File: config.mk
export PLATFORM = sky130hd
export DESIGN_NAME = irqfec_top
export DESIGN_NICKNAME = d
export VERILOG_FILES = /design/src/shared/irqfec_pkg.sv /design/src/verilog/irqfec_top.sv
export SDC_FILE = /design/constraint.sdc
export NUM_CORES = 1
export LEC_CHECK = 0
export BUFFER_PORTS_ARGS = -buffer_cell sky130_fd_sc_hd__buf_4
export CORE_MARGIN = 4
export CORE_UTILIZATION = 30
export CTS_CLUSTER_SIZE = 28
export DETAILED_ROUTE_END_ITERATION = 8
export PLACE_DENSITY = 0.46
export SLEW_MARGIN = 5
export SYNTH_ARGS = -nofsm -noshare
export SYNTH_HDL_FRONTEND = slang
export SYNTH_SLANG_ARGS = --single-unit
File: constraint.sdc
create_clock -name i_clock -period 1.8 [get_ports i_clock]
set_input_delay 0.09 -clock i_clock [delete_from_list [all_inputs] [get_ports i_clock]]
set_output_delay 0.09 -clock i_clock [all_outputs]
set_load 0.1 [all_outputs]
File: src/shared/irqfec_pkg.sv
package irqfec_pkg;

    // ------------------------------------------------------------
    // register indices (data memory offsets within the block)
    // ------------------------------------------------------------
    localparam logic [3:0] ADDR_HALL_EDGE  = 4'h0;
    localparam logic [3:0] ADDR_EXT_EDGE   = 4'h1;
    localparam logic [3:0] ADDR_CTRL_A     = 4'h2;
    localparam logic [3:0] ADDR_CTRL_B     = 4'h3;
    localparam logic [3:0] ADDR_CTRL_C     = 4'h4;
    localparam logic [3:0] ADDR_CTRL_D     = 4'h5;
    localparam logic [3:0] ADDR_GRP_BASE   = 4'h6;
    localparam int         NUM_GROUPS      = 7;

    // ------------------------------------------------------------
    // implemented-bit masks and reset values
    // ------------------------------------------------------------
    localparam logic [7:0] MASK_HALL_EDGE  = 8'h7f;
    localparam logic [7:0] MASK_EXT_EDGE   = 8'h03;
    localparam logic [7:0] MASK_CTRL_A     = 8'h7f;
    localparam logic [7:0] MASK_FULL       = 8'hff;
    localparam logic [7:0] MASK_GRP_HALL   = 8'h77;
    localparam logic [7:0] MASK_GRP_TMR    = 8'h33;
    localparam logic [7:0] MASK_GRP_I2C    = 8'h77;
    localparam logic [7:0] RESET_VALUE     = 8'h00;

    // ------------------------------------------------------------
    // field positions
    // ------------------------------------------------------------
    localparam int HSEL_BIT     = 6;
    localparam int HC_SEL_LSB   = 4;
    localparam int HB_SEL_LSB   = 2;
    localparam int HA_SEL_LSB   = 0;
    localparam int EXT_SEL_LSB  = 0;
    // control a
    localparam int CMP0_F_BIT   = 6;
    localparam int EXT_F_BIT    = 5;
    localparam int G0_F_BIT     = 4;
    localparam int CMP0_E_BIT   = 3;
    localparam int EXT_E_BIT    = 2;
    localparam int G0_E_BIT     = 1;
    localparam int GIE_BIT      = 0;
    // control b
    localparam int OC_F_BIT     = 7;
    localparam int LV_F_BIT     = 6;
    localparam int G1_F_BIT     = 5;
    localparam int NF_F_BIT     = 4;
    localparam int OC_E_BIT     = 3;
    localparam int LV_E_BIT     = 2;
    localparam int G1_E_BIT     = 1;
    localparam int NF_E_BIT     = 0;
    // control c: groups 2..5, flags at 4+k, enables at k
    localparam int CC_F_LSB     = 4;
    // control d
    localparam int TB_F_BIT     = 7;
    localparam int G6_F_BIT     = 6;
    localparam int EE_F_BIT     = 5;
    localparam int UR_F_BIT     = 4;
    localparam int TB_E_BIT     = 3;
    localparam int G6_E_BIT     = 2;
    localparam int EE_E_BIT     = 1;
    localparam int UR_E_BIT     = 0;
    // group registers: flag nibble above enable nibble
    localparam int GRP_F_LSB    = 4;

    localparam logic [1:0] EDGE_OFF     = 2'h0;
    localparam logic [1:0] EDGE_RISE    = 2'h1;
    localparam logic [1:0] EDGE_FALL    = 2'h2;
    localparam logic [1:0] EDGE_BOTH    = 2'h3;

endpackage : irqfec_pkg

File: src/verilog/irqfec_top.sv
// Overview of operation
// [RULE1] source bit picks hall pins or comparators
// [RULE2] hall c edge field: off/rise/fall/both
// [RULE3] hall b edge field, same encoding
// [RULE4] hall a edge field, same encoding
// [RULE5] external pin edge field, same encoding
// [RULE6] global enable gates every interrupt
// [RULE7] comparator 0 flag and enable, read/write
// [RULE8] external pin flag on edge, enable
// [RULE9] group 0 flag and enable in ctrl a
// [RULE10] overcurrent flag and enable, read/write
// [RULE11] low voltage flag and enable, read/write
// [RULE12] group 1 flag and enable in ctrl b
// [RULE13] filtered pin flag and enable
// [RULE14] seven groups each with flag, enable
// [RULE15] hall channels flag/enable in group 0
// [RULE16] unimplemented bits read zero, ignore writes
// [RULE17] software clears hall flags itself
// [RULE18] timebase pair sits in ctrl d
// [RULE19] pwm period pair in group register
// [RULE20] flags set regardless of enable
// [RULE21] group flag from enabled sub-flags
// [RULE22] edges found against previous sample
`timescale 1ns/1ns

module irqfec_top
    import irqfec_pkg::*;
(
    // clock and reset
    input  wire logic        i_clock,
    input  wire logic        i_rst_n,
    // data memory access
    input  wire logic [3:0]  i_addr,
    input  wire logic        i_wr,
    input  wire logic        i_rd,
    input  wire logic [7:0]  i_wdata,
    output logic      [7:0]  o_rdata,
    // event sources
    input  wire logic [2:0]  i_hall_input_pins,
    input  wire logic [2:0]  i_hall_comparator_outputs,
    input  wire logic        i_ext_pin,
    input  wire logic        i_cmp0_event,
    input  wire logic        i_filtered_input_pin_event,
    input  wire logic        i_low_volt_event,
    input  wire logic        i_overcurrent_protect,
    input  wire logic        i_timebase_event,
    input  wire logic        i_eeprom_event,
    input  wire logic        i_uart_event,
    input  wire logic [2:0]  i_grp1_events,
    input  wire logic [3:0]  i_pwm_events,
    input  wire logic [1:0]  i_tmr2_events,
    input  wire logic [1:0]  i_tmr0_events,
    input  wire logic [1:0]  i_tmr1_events,
    input  wire logic [2:0]  i_grp6_events,
    // core request
    output logic             o_irq
);

    // ------------------------------------------------------------
    // helpers
    // ------------------------------------------------------------
    function automatic logic edge_hit(input logic [1:0] sel, input logic cur,
                                      input logic prev);
        logic rise;
        logic fall;
        rise = cur & ~prev;
        fall = ~cur & prev;
        case (sel)
            EDGE_RISE: edge_hit = rise;
            EDGE_FALL: edge_hit = fall;
            EDGE_BOTH: edge_hit = rise | fall;
            default:   edge_hit = 1'b0;
        endcase
    endfunction : edge_hit

    // new = set-wins merge of write value and hardware set bits
    function automatic logic [7:0] merge(input logic [7:0] cur, input logic wr,
                                         input logic [7:0] wv, input logic [7:0] set,
                                         input logic [7:0] mask);
        logic [7:0] base;
        base = wr ? wv : cur;
        merge = (base | set) & mask;
    endfunction : merge

    function automatic logic [7:0] grp_mask(input int g);
        if (g == 0)
            grp_mask = MASK_GRP_HALL;
        else if (g == 6)
            grp_mask = MASK_GRP_I2C;
        else if (g == 1 || g == 2)
            grp_mask = MASK_FULL;
        else
            grp_mask = MASK_GRP_TMR;
    endfunction : grp_mask

    // ------------------------------------------------------------
    // registers
    // ------------------------------------------------------------
    logic [7:0] hall_edge_select_r;
    logic [7:0] ext_pin_edge_select_r;
    logic [7:0] primary_irq_ctrl_a_r;
    logic [7:0] primary_irq_ctrl_b_r;
    logic [7:0] primary_irq_ctrl_c_r;
    logic [7:0] primary_irq_ctrl_d_r;
    logic [7:0] group_r [NUM_GROUPS];
    logic [2:0] hall_prev_r;
    logic       ext_prev_r;
    logic       hall_prime_r;

    logic [2:0] hall_sel;
    logic [2:0] hall_hit;
    logic       ext_hit;
    logic [6:0] grp_pend;
    logic [7:0] grp_set [NUM_GROUPS];

    // ------------------------------------------------------------
    // source select and edge detect
    // ------------------------------------------------------------
    // [RULE1] hall source mux
    assign hall_sel = hall_edge_select_r[HSEL_BIT] ? i_hall_comparator_outputs
                                                   : i_hall_input_pins;

    // [RULE22] previous sample
    // prime flag keeps the first sample after reset from counting as an edge
    always_ff @(posedge i_clock or negedge i_rst_n)
    begin
        if (!i_rst_n)
        begin
            hall_prev_r  <= 3'h0;
            ext_prev_r   <= 1'b0;
            hall_prime_r <= 1'b0;
        end
        else
        begin
            hall_prev_r  <= hall_sel;
            ext_prev_r   <= i_ext_pin;
            hall_prime_r <= 1'b1;
        end
    end

    always_comb
    begin
        // [RULE2] hall c edge
        hall_hit[2] = hall_prime_r & edge_hit(hall_edge_select_r[HC_SEL_LSB +: 2],
                                              hall_sel[2], hall_prev_r[2]);
        // [RULE3] hall b edge
        hall_hit[1] = hall_prime_r & edge_hit(hall_edge_select_r[HB_SEL_LSB +: 2],
                                              hall_sel[1], hall_prev_r[1]);
        // [RULE4] hall a edge
        hall_hit[0] = hall_prime_r & edge_hit(hall_edge_select_r[HA_SEL_LSB +: 2],
                                              hall_sel[0], hall_prev_r[0]);
        // [RULE5] external pin edge
        ext_hit = hall_prime_r & edge_hit(ext_pin_edge_select_r[EXT_SEL_LSB +: 2],
                                          i_ext_pin, ext_prev_r);
    end

    // ------------------------------------------------------------
    // group sub-source set bits (flags in upper nibble)
    // ------------------------------------------------------------
    always_comb
    begin
        // [RULE15] hall flags in group 0
        grp_set[0] = {1'b0, hall_hit, 4'h0};
        // adc end has no source line here, so only software raises it
        grp_set[1] = {i_grp1_events, 1'b0, 4'h0};
        // [RULE19] pwm period and duty flags
        grp_set[2] = {i_pwm_events, 4'h0};
        grp_set[3] = {2'h0, i_tmr2_events, 4'h0};
        grp_set[4] = {2'h0, i_tmr0_events, 4'h0};
        grp_set[5] = {2'h0, i_tmr1_events, 4'h0};
        grp_set[6] = {1'b0, i_grp6_events, 4'h0};
    end

    // [RULE21] enabled sub-flag pending
    always_comb
    begin
        for (int g = 0; g < NUM_GROUPS; g++)
            grp_pend[g] = |(group_r[g][GRP_F_LSB +: 4] & group_r[g][GRP_F_LSB-1:0]);
    end

    // ------------------------------------------------------------
    // group registers
    // ------------------------------------------------------------
    // [RULE14] seven group registers
    // [RULE16] masks drop unimplemented bits
    // [RULE17] no hardware clear of sub-flags
    always_ff @(posedge i_clock or negedge i_rst_n)
    begin
        if (!i_rst_n)
        begin
            for (int g = 0; g < NUM_GROUPS; g++)
                group_r[g] <= RESET_VALUE;
        end
        else
        begin
            for (int g = 0; g < NUM_GROUPS; g++)
                group_r[g] <= merge(group_r[g],
                                    i_wr && (i_addr == ADDR_GRP_BASE + 4'(g)),
                                    i_wdata, grp_set[g], grp_mask(g));
        end
    end

    // ------------------------------------------------------------
    // edge select registers
    // ------------------------------------------------------------
    always_ff @(posedge i_clock or negedge i_rst_n)
    begin
        if (!i_rst_n)
        begin
            hall_edge_select_r    <= RESET_VALUE;
            ext_pin_edge_select_r <= RESET_VALUE;
        end
        else
        begin
            if (i_wr && i_addr == ADDR_HALL_EDGE)
                hall_edge_select_r <= i_wdata & MASK_HALL_EDGE;
            if (i_wr && i_addr == ADDR_EXT_EDGE)
                ext_pin_edge_select_r <= i_wdata & MASK_EXT_EDGE;
        end
    end

    // ------------------------------------------------------------
    // primary control registers
    // ------------------------------------------------------------
    logic [7:0] set_a;
    logic [7:0] set_b;
    logic [7:0] set_c;
    logic [7:0] set_d;

    // [RULE20] flags set independent of enables
    always_comb
    begin
        set_a = 8'h00;
        // [RULE7] comparator 0 flag
        set_a[CMP0_F_BIT] = i_cmp0_event;
        // [RULE8] external pin flag
        set_a[EXT_F_BIT]  = ext_hit;
        // [RULE9] group 0 flag
        set_a[G0_F_BIT]   = grp_pend[0];
        set_b = 8'h00;
        // [RULE10] overcurrent flag
        set_b[OC_F_BIT] = i_overcurrent_protect;
        // [RULE11] low voltage flag
        set_b[LV_F_BIT] = i_low_volt_event;
        // [RULE12] group 1 flag
        set_b[G1_F_BIT] = grp_pend[1];
        // [RULE13] filtered pin flag
        set_b[NF_F_BIT] = i_filtered_input_pin_event;
        set_c = {grp_pend[5:2], 4'h0};
        set_d = 8'h00;
        // [RULE18] timebase flag in ctrl d
        set_d[TB_F_BIT] = i_timebase_event;
        set_d[G6_F_BIT] = grp_pend[6];
        set_d[EE_F_BIT] = i_eeprom_event;
        set_d[UR_F_BIT] = i_uart_event;
    end

    always_ff @(posedge i_clock or negedge i_rst_n)
    begin
        if (!i_rst_n)
        begin
            primary_irq_ctrl_a_r <= RESET_VALUE;
            primary_irq_ctrl_b_r <= RESET_VALUE;
            primary_irq_ctrl_c_r <= RESET_VALUE;
            primary_irq_ctrl_d_r <= RESET_VALUE;
        end
        else
        begin
            primary_irq_ctrl_a_r <= merge(primary_irq_ctrl_a_r,
                                          i_wr && i_addr == ADDR_CTRL_A,
                                          i_wdata, set_a, MASK_CTRL_A);
            primary_irq_ctrl_b_r <= merge(primary_irq_ctrl_b_r,
                                          i_wr && i_addr == ADDR_CTRL_B,
                                          i_wdata, set_b, MASK_FULL);
            primary_irq_ctrl_c_r <= merge(primary_irq_ctrl_c_r,
                                          i_wr && i_addr == ADDR_CTRL_C,
                                          i_wdata, set_c, MASK_FULL);
            primary_irq_ctrl_d_r <= merge(primary_irq_ctrl_d_r,
                                          i_wr && i_addr == ADDR_CTRL_D,
                                          i_wdata, set_d, MASK_FULL);
        end
    end

    // ------------------------------------------------------------
    // interrupt output
    // ------------------------------------------------------------
    logic any_pend;

    always_comb
    begin
        any_pend = (|(primary_irq_ctrl_a_r[CMP0_F_BIT:G0_F_BIT]
                      & primary_irq_ctrl_a_r[CMP0_E_BIT:G0_E_BIT]))
                 | (|(primary_irq_ctrl_b_r[OC_F_BIT:NF_F_BIT]
                      & primary_irq_ctrl_b_r[OC_E_BIT:NF_E_BIT]))
                 | (|(primary_irq_ctrl_c_r[CC_F_LSB +: 4]
                      & primary_irq_ctrl_c_r[CC_F_LSB-1:0]))
                 | (|(primary_irq_ctrl_d_r[TB_F_BIT:UR_F_BIT]
                      & primary_irq_ctrl_d_r[TB_E_BIT:UR_E_BIT]));
    end

    // [RULE6] global enable gate
    // registered so the core sees a clean level; costs one cycle of latency
    always_ff @(posedge i_clock or negedge i_rst_n)
    begin
        if (!i_rst_n)
            o_irq <= 1'b0;
        else
            o_irq <= any_pend & primary_irq_ctrl_a_r[GIE_BIT];
    end

    // ------------------------------------------------------------
    // read data, registered one cycle after i_rd
    // ------------------------------------------------------------
    // a write in the same cycle as a read returns the old contents
    always_ff @(posedge i_clock or negedge i_rst_n)
    begin
        if (!i_rst_n)
            o_rdata <= RESET_VALUE;
        else if (i_rd)
        begin
            if (i_addr == ADDR_HALL_EDGE)
                o_rdata <= hall_edge_select_r;
            else if (i_addr == ADDR_EXT_EDGE)
                o_rdata <= ext_pin_edge_select_r;
            else if (i_addr == ADDR_CTRL_A)
                o_rdata <= primary_irq_ctrl_a_r;
            else if (i_addr == ADDR_CTRL_B)
                o_rdata <= primary_irq_ctrl_b_r;
            else if (i_addr == ADDR_CTRL_C)
                o_rdata <= primary_irq_ctrl_c_r;
            else if (i_addr == ADDR_CTRL_D)
                o_rdata <= primary_irq_ctrl_d_r;
            else if (i_addr >= ADDR_GRP_BASE && i_addr < ADDR_GRP_BASE + 4'(NUM_GROUPS))
                o_rdata <= group_r[3'(i_addr - ADDR_GRP_BASE)];
            // [RULE16] unmapped reads zero
            else
                o_rdata <= RESET_VALUE;
        end
    end

endmodule : irqfec_top

==> impl_metrics.py, run 1 <==
metrics = {
    "timing": {
        "setup_slack_ps": 121,
        "timing_hold_violations_final": 0,
        "post-route-period-util_pct": 93.3,
        "hold_ws_ps": 79.0,
        "setup_viol": 0,
        "max_freq_mhz": 596,
        "fin_crit_ps": 1680,
        "fin_skew_ps": 6.60,
        "rsz0062_at_grt": "true",
        "final_max_slew_viol_count": 0,
        "fin_setup_tns_ps": 0,
    },
    "place": {
        "place_area_mm2": 0.00580,
        "pre_cts_ws_ps": -14.1,
        "dp_hpwl_um": 12400,
        "gp_congestion": 0.894,
        "dp.cells": 751,
        "numPortBuffers": 54,
    },
    "drt": {
        "routed_via_density": 5.17,
        "wl_per_cell_um": 20.8,
        "vias": 4125,
        "ant_nets": 0,
        "wirelength_um": 16600,
        "drc_errors": 0,
        "drtIter0Drc": 287,
        "drtPass1Iterations": 4,
    },
    "final_layout": {
        "finish.utilization_pct": 39.6,
        "nets": 631,
        "stdcell_area_mm2": 0.00638,
        "drive_above_1_share_pct": 28.9,
        "fin_cells": 798,
        "antenna_cells": 0,
        "area_delta_synth_final_pct": 27.8,
    },
    "setup_path": {
        "crit_path_start_kind": "register",
        "path_class": "reg2reg",
        "reg2reg_depth": 4,
        "cp.arrival_ps": 1890,
        "cp_max_fo": 3,
        "required_ps": 2010,
        "critPathCaptureType": "register",
        "timing.reg2reg.setup_slack_ps": 120,
        "r2r_start": "group_r[36]$_DFF_PN0_",
        "rr_endpoint": "o_rdata[4]$_DFFE_PN0P_",
    },
    "die": {
        "io-pin-count": 55,
        "die_height_um": 137,
        "design.core.area_mm2": 0.0161,
        "dieArea_mm2": 0.0188,
        "row_count": 46,
        "dieWidth_um": 137,
        "floorplan.initialDensity_pct": 31.0,
    },
    "clock_network": {
        "clock-sinks": 94,
        "root_buffer": "clkbuf_16",
        "clkTransAtPathRegs_ps": 70,
        "clkLatencyLatePin_ps": 350,
        "cts_tree": "yes",
        "htreeDepth": 3,
        "cts_buffer_depth": 2,
        "cts_buffers": 9,
    },
    "synthesis": {
        "synth_most_common_cell": "dfrtp_1",
        "syn_nets": 534,
        "yosysUniqueCellTypes": 55,
        "synth_async_sr_flop_share_pct": 100,
        "synth_cells": 480,
        "syn-cell-area_mm2": 0.00499,
        "synth_largest_area_cell": "dfrtp_1",
        "synth_seq_cells": 94,
        "netlist.area_leader.share_pct": 47.1,
        "syn_area_per_cell_um2": 10.4,
        "synthTopCellsByArea": "dfrtp_1 47%, mux2_2 11%, o21ai_0 4.0%",
        "seq_area_frac_synth_pct": 47.1,
        "synth_top_flop_cell": "dfrtp_1",
        "synth_commonest_cells": "94 x dfrtp_1, 50 x mux2_2, 41 x nand2_1",
        "synth-edff-count": 0,
        "yosys_warnings": 0,
    },
    "global_routing": {
        "grtUsageTotal_pct": 18.3,
        "grt_max_degree": 51,
        "grt_pass1_vias": 4298,
        "grt_overflow": 0,
        "grt_pass1_wl_um": 25500,
        "antenna_found_initial": 0,
    },
    "outcome": {
        "status": "finished, final reports clean",
    },
    "pwr": {
        "pwr_density_cell_mw_per_mm2": 953,
        "total_power_mw": 6.08,
        "leakagePower_nw": 2.65,
        "ir_drop_v": 0.000427,
    },
    "hold_path": {
        "hp-start": "i_wdata[7]",
        "hold_depth": 2,
        "min_to": "group_r[47]$_DFF_PN0_",
        "hp-class": "in2reg",
    },
    "run": {
        "cap_violations": 0,
    },
}
[power by group]
part	switching (mW)	internal [mW]	total, mW	leakage (nW)
clock network	0.813	0.969	1.78	0.132
registers	0.366	2.46	2.82	1.04
logic	0.789	0.691	1.48	1.47
[final cells by class]
cell class	count	area, um2
well taps	216	270
flip-flops and latches	94	2350
inverters	21	78.8
repair buffers	118	996
fillers	1640	9730
multi-input cells	333	2420
clock inverters	4	22.5
clock buffers	12	246
[layout by cell type (no fill, tap or decap), types with 5 or more instances in the layout]
| master | instances |
|---|---|
| o21ai_0 | 35 |
| nand2_1 | 41 |
| o211ai_1 | 5 |
| a31oi_1 | 7 |
| mux2i_1 | 11 |
| nand3b_1 | 7 |
| ha_1 | 8 |
| inv_1 | 21 |
| nand3_1 | 18 |
| nor2b_1 | 24 |
| nor2_1 | 18 |
| clkbuf_16 | 9 |
| a21oi_1 | 14 |
| a22oi_1 | 16 |
| o21ai_1 | 5 |
| buf_4 | 86 |
| dlygate4sd3_1 | 29 |
| dfrtp_1 | 93 |
| mux2_2 | 50 |
| a211o_1 | 20 |
[flip-flops by register name (all words and copies together), names as in the netlist]
| name | count |
|---|---|
| group_r | 40 |
| o_rdata | 8 |
| primary_irq_ctrl_b_r | 8 |
| primary_irq_ctrl_c_r | 8 |
| primary_irq_ctrl_d_r | 8 |
| hall_edge_select_r | 7 |
| primary_irq_ctrl_a_r | 7 |
| hall_prev_r | 3 |
| ext_pin_edge_select_r | 2 |
| ext_prev_r | 1 |
| hall_prime_r | 1 |
| o_irq | 1 |
[metal layers]
layer	global-route usage (%)	vias to the layer above	wire (um)
li1	-	1939	-
met1	26.5	2058	7900
met2	27.5	107	7420
met5	0	-	0
met4	6.21	0	441
met3	3.24	21	842
[worst max-delay path by stage]
stage / from / end / slack (ps) / depth (start not counted)
2_1_floorplan: hall_edge_select_r[6]$_DFFE_PN0P_ / group_r[53]$_DFF_PN0_ / 240 / 9
3_3_place_gp: hall_edge_select_r[6]$_DFFE_PN0P_ / group_r[53]$_DFF_PN0_ / 40 / 8
3_5_place_dp: hall_edge_select_r[6]$_DFFE_PN0P_ / group_r[53]$_DFF_PN0_ / -10 / 8
4_1_cts: hall_edge_select_r[6]$_DFFE_PN0P_ / group_r[53]$_DFF_PN0_ / 40 / 8
5_1_grt: hall_edge_select_r[6]$_DFFE_PN0P_ / group_r[53]$_DFF_PN0_ / -30 / 8
6_report: group_r[36]$_DFF_PN0_ / o_rdata[4]$_DFFE_PN0P_ / 120 / 4
[what timing repair did]
action                                  4_1_cts  5_1_grt
setup buffers                                 0        2
resized for setup                             1        8
pin swaps                                     0        2
hold buffers                                 28        1
endpoints found under the hold margin       120        1
endpoints found under the setup margin        1        3
[cell families (layout without fill, tap and decap cells)]
family,count (synthesis),after routing,synth area share (%)
AO/OA/AOI/OAI,131,131,18.1
XOR/XNOR,1,1,0.175
adder cells (fa/ha/maj),8,8,2.00
buffers and inverters,53,155,4.73
flip-flops,94,94,47.1
multiplexers,66,66,15.0
other,1,1,0.0751
AND/OR/NAND/NOR,126,126,12.8
[worst max-delay path: stages (launching register included)]
cell and delay [ps]:
dfrtp_1 430, mux4_2 460, a32o_1 220, a31oi_1 240
o221ai_1 180
No activity file was read; power rests on OpenSTA's default activity.
==> run 2, diff against run 1 <==
--- a/config.mk
+++ b/config.mk
@@ -5,7 +5,7 @@
 export SDC_FILE = /design/constraint.sdc
 export NUM_CORES = 1
 export LEC_CHECK = 0
-export BUFFER_PORTS_ARGS = -buffer_cell sky130_fd_sc_hd__buf_4
+export BUFFER_PORTS_ARGS = -buffer_cell sky130_fd_sc_hd__buf_2
 export CORE_MARGIN = 4
 export CORE_UTILIZATION = 30
 export CTS_CLUSTER_SIZE = 28
==> impl_metrics.py, run 2 (synthesis results as in run 1) <==
metrics = {
    "setup_path": {
        "r2r_start": "group_r[44]$_DFFE_PN0P_",
        "critPathCaptureType": "register",
        "rr_endpoint": "o_rdata[4]$_DFFE_PN0P_",
        "cp-startpoint": "group_r[44]$_DFFE_PN0P_",
        "timing.reg2reg.setup_slack_ps": 130,
        "cp_max_fo": 3,
        "cp.arrival_ps": 1870,
        "required_ps": 2010,
        "reg2reg_depth": 4,
        "crit_path_start_kind": "register",
        "path_class": "reg2reg",
    },
    "global_routing": {
        "grt_pass1_wl_um": 25400,
        "grt_overflow": 0,
        "grt_max_degree": 37,
        "grt_pass1_vias": 4216,
        "antenna_found_initial": 0,
        "grtUsageTotal_pct": 18.2,
    },
    "hold_path": {
        "hp-start": "i_hall_input_pins[1]",
        "hp-class": "in2reg",
        "min_to": "hall_prev_r[1]$_DFF_PN0_",
        "hold_depth": 3,
    },
    "outcome": {
        "status": "finished, final reports clean",
    },
    "final_layout": {
        "nets": 630,
        "largest_reg_flops": 40,
        "stdcell_area_mm2": 0.00632,
        "final_cell_mix": "93 x dfrtp_1, 53 x buf_2, 50 x mux2_2",
        "fill_cells": 1648,
        "final_common_cell": "dfrtp_1",
        "finish.utilization_pct": 39.2,
        "antenna_cells": 0,
        "regMostFlops": "group_r",
        "multiInputGateArea_mm2": 0.00242,
        "drive_above_1_share_pct": 29.4,
        "final-seq-area_mm2": 0.00235,
        "area_delta_synth_final_pct": 26.5,
    },
    "drt": {
        "ant_nets": 0,
        "routed_via_density": 5.15,
        "wirelength_um": 16200,
        "wl_per_cell_um": 20.3,
        "drc_errors": 0,
        "drtIter0Drc": 282,
        "vias": 4105,
        "drtPass1Iterations": 5,
    },
    "place": {
        "dp_hpwl_um": 12200,
        "gp_congestion": 0.913,
        "pre_cts_ws_ps": 16.9,
        "numPortBuffers": 54,
        "place_area_mm2": 0.00570,
    },
    "clock_network": {
        "root_buffer": "clkbuf_16",
        "htreeDepth": 3,
        "cts_buffer_depth": 2,
        "cts_buffers": 9,
        "clkTransAtPathRegs_ps": 60,
        "clock-sinks": 94,
        "clkLatencyLatePin_ps": 340,
        "cts_tree": "yes",
    },
    "timing": {
        "post-route-period-util_pct": 92.6,
        "timing_hold_violations_final": 0,
        "fin_setup_tns_ps": 0,
        "setup_viol": 0,
        "max_freq_mhz": 600,
        "hold_ws_ps": 4.84,
        "rsz0062_at_grt": "false",
        "fin_skew_ps": 6.50,
        "fin_crit_ps": 1670,
        "setup_slack_ps": 133,
        "final_max_slew_viol_count": 0,
    },
    "die": {
        "dieWidth_um": 137,
        "design.core.area_mm2": 0.0161,
        "floorplan.initialDensity_pct": 31.0,
        "dieArea_mm2": 0.0188,
        "row_count": 46,
        "die_height_um": 137,
        "io-pin-count": 55,
    },
    "pwr": {
        "leakagePower_nw": 2.64,
        "pwr_density_cell_mw_per_mm2": 1010,
        "ir_drop_v": 0.000450,
    },
    "run": {
        "cap_violations": 0,
    },
}
[run 2: changes by cell type in the layout (fill, tap and decap cells not counted), sizes merged]
cell	previous run	this run
buf	89	91
clkbuf	12	13
bufinv	0	2
dlygate4sd3	29	26
clkinv	3	1
clkinvlp	1	0
[run 2: per-stage QoR]
| stage | cells | power, mW |
|---|---|---|
| after floorplan | 480 | 3.65 |
| after global placement | 754 | 4.19 |
| after detailed placement | 754 | 4.21 |
| after CTS | 795 | 6.41 |
| after global routing | 797 | 6.68 |
| final | 797 | 6.36 |
[run 2: report_power, final]
part           leakage (nW)  internal [mW]  switching, mW
registers              1.04           2.46          0.354
clock network         0.166           1.33          0.793
logic                  1.43          0.641          0.788
total                  2.64           4.43           1.93
[run 2: worst max-delay path: stages (launching register included)]
cell and delay [ps]:
dfrtp_1 410, mux4_2 480, a32o_1 220, a31oi_1 240, o221ai_1 180
[run 2: worst max path at each step]
stage / end / slack (ps) / cells after the start
after floorplan: group_r[53]$_DFF_PN0_ / 240 / 9
after global routing: group_r[53]$_DFF_PN0_ / 2 / 8
final: o_rdata[4]$_DFFE_PN0P_ / 130 / 4
after CTS: group_r[53]$_DFF_PN0_ / 60 / 8
after detailed placement: group_r[53]$_DFF_PN0_ / 20 / 8
after global placement: group_r[53]$_DFF_PN0_ / 40 / 8
[run 2: area by class of cell]
| cell class | instances | share of cell area [%] |
|---|---|---|
| Multi-Input combinational cell | 333 | 38.3 |
| Sequential cell | 94 | 37.3 |
| Timing Repair Buffer | 117 | 13.6 |
| Clock buffer | 13 | 4.28 |
| Tap cell | 216 | 4.28 |
| Inverter | 21 | 1.25 |
| Clock inverter | 3 | 1.03 |
[run 2: per-layer routing]
layer	vias to the layer above	share of wire, %	global-route usage, %
li1	1953	-	-
met1	2039	50	26.6
met2	102	44	27.2
met3	11	4.5	4.12
met4	0	1.1	4.32
met5	-	0	0
[run 2: what timing repair did]
| action | CTS | global route |
|---|---|---|
| hold endpoints to repair | 56 | 1 |
| pin swaps | 0 | 0 |
| gates resized for setup | 1 | 8 |
| hold buffers | 25 | 1 |
| setup buffers | 0 | 1 |
| endpoints found under the setup margin | 1 | 3 |
==> run 3, diff against run 2 <==
--- a/config.mk
+++ b/config.mk
@@ -7,10 +7,10 @@
 export LEC_CHECK = 0
 export BUFFER_PORTS_ARGS = -buffer_cell sky130_fd_sc_hd__buf_2
 export CORE_MARGIN = 4
-export CORE_UTILIZATION = 30
+export CORE_UTILIZATION = 50
 export CTS_CLUSTER_SIZE = 28
 export DETAILED_ROUTE_END_ITERATION = 8
-export PLACE_DENSITY = 0.46
+export PLACE_DENSITY = 0.7
 export SLEW_MARGIN = 5
 export SYNTH_ARGS = -nofsm -noshare
 export SYNTH_HDL_FRONTEND = slang
==> impl_metrics.py, run 3 (synthesis results as in run 1) <==
metrics = {
    "drt": {
        "drtPass1Iterations": 5,
        "drtIter0Drc": 376,
        "vias": 4320,
        "routed_via_density": 5.98,
        "drc_errors": 0,
        "wl_per_cell_um": 21.9,
        "ant_nets": 0,
        "wirelength_um": 15800,
    },
    "timing": {
        "fin_crit_ps": 1720,
        "fin_skew_ps": 9.75,
        "fin_setup_tns_ps": 0,
        "post-route-period-util_pct": 95.4,
        "setup_viol": 0,
        "hold_ws_ps": 86.6,
        "timing_hold_violations_final": 0,
        "max_freq_mhz": 582,
        "final_max_slew_viol_count": 0,
        "rsz0062_at_grt": "true",
    },
    "final_layout": {
        "drive_above_1_share_pct": 29.5,
        "area_delta_synth_final_pct": 22.7,
        "regMostFlops": "group_r",
        "largest_reg_flops": 40,
        "antenna_cells": 0,
        "fin_cells": 723,
        "nets": 639,
        "final_cell_mix": "93 x dfrtp_1, 53 x buf_2, 50 x mux2_2",
        "finish.utilization_pct": 63.0,
        "final_common_cell": "dfrtp_1",
    },
    "global_routing": {
        "grtUsageTotal_pct": 28.7,
        "grt_overflow": 0,
        "antenna_found_initial": 0,
        "grt_pass1_vias": 4465,
        "grt_max_degree": 46,
        "grt_pass1_wl_um": 25000,
    },
    "setup_path": {
        "cp.arrival_ps": 1960,
        "cp-startpoint": "group_r[44]$_DFFE_PN0P_",
        "crit_path_start_kind": "register",
        "cp_max_fo": 3,
        "required_ps": 2040,
        "path_class": "reg2reg",
        "r2r_start": "group_r[44]$_DFFE_PN0P_",
        "timing.reg2reg.setup_slack_ps": 80,
        "critPathCaptureType": "register",
    },
    "die": {
        "floorplan.initialDensity_pct": 51.3,
        "dieWidth_um": 108,
        "io-pin-count": 55,
        "design.core.area_mm2": 0.00973,
        "dieArea_mm2": 0.0117,
        "row_count": 36,
        "die_height_um": 108,
    },
    "clock_network": {
        "clkLatencyLatePin_ps": 370,
        "cts_tree": "yes",
        "cts_buffer_depth": 2,
        "htreeDepth": 3,
        "clkTransAtPathRegs_ps": 100,
        "cts_buffers": 9,
        "root_buffer": "clkbuf_8",
        "clock-sinks": 94,
    },
    "place": {
        "dp_hpwl_um": 11600,
        "gp_congestion": 1.05,
        "dp.cells": 675,
        "numPortBuffers": 54,
    },
    "outcome": {
        "status": "finished, final reports clean",
    },
    "run": {
        "cap_violations": 0,
    },
    "hold_path": {
        "hp-start": "i_wdata[7]",
        "hp-class": "in2reg",
    },
    "pwr": {
        "p_clk_share_pct": 25.2,
        "p_int_mw": 3.75,
        "ir_drop_v": 0.000498,
        "switching_share_pct": 34.2,
        "p_comb_share_pct": 25.5,
        "leakagePower_nw": 2.60,
        "p_switching_mw": 1.95,
        "pwr_density_cell_mw_per_mm2": 930,
        "seqPwrFrac_pct": 49.3,
    },
}
[run 3: final timing paths]
| path | to | cells past startpoint |
|---|---|---|
| max | o_rdata[4]$_DFFE_PN0P_ | 4 |
| min | primary_irq_ctrl_c_r[7]$_DFF_PN0_ | 3 |
| max reg2reg | o_rdata[4]$_DFFE_PN0P_ | 4 |
| min reg2reg | primary_irq_ctrl_d_r[6]$_DFF_PN0_ | 2 |
| max in group asynchronous | group_r[5]$_DFF_PN0_ | 3 |
| min in group asynchronous | hall_edge_select_r[6]$_DFFE_PN0P_ | 2 |
[run 3: power groups by stage]
stage          Clock (mW)  Sequential, mW  Combinational, mW
6_report             1.44            2.81               1.45
5_1_grt              1.57            2.84               1.58
4_1_cts              1.47            2.80               1.43
3_3_place_gp            0            2.82               1.34
3_5_place_dp            0            2.84               1.36
2_1_floorplan           0            2.89              0.761
[run 3: what timing repair did]
action | 4_1_cts | 5_1_grt
hold buffers | 31 | 0
buffers inserted | 0 | 1
endpoints found under the setup margin | 0 | 3
endpoints found under the hold margin | 61 | 0
gates resized for setup | 0 | 6
[run 3: worst max-delay path, stage by stage (launching register included)]
cell,delay (ps)
dfrtp_1,420
mux4_2,490
a32o_1,220
a31oi_1,290
o221ai_1,180
[run 3: metal layers]
layer  wire (um)  part of all wire (%)  global-route usage, %
met2        7350                    46                   45.9
met5           0                     0                      0
met4         399                   2.5                   9.74
met3        1030                   6.5                   4.72
met1        7070                    45                   39.9
[run 3: final cells by class]
cell class	instances	area, um2
clock buffer	10	128
multi-input combinational	333	2410
fill	837	3600
tap	133	166
inverter	21	78.8
sequential	94	2350
clock inverter	6	71.3
timing repair buffer	126	916
[run 3: stage by stage]
stage,cell area [um2],worst slack (ps),power [mW]
floorplan,4990,236,3.65
global placement,5600,-11.3,4.16
detailed placement,5600,7.93,4.20
CTS,6110,17.3,5.69
global route,6130,-0.395,5.99
finish,6130,81.9,5.70
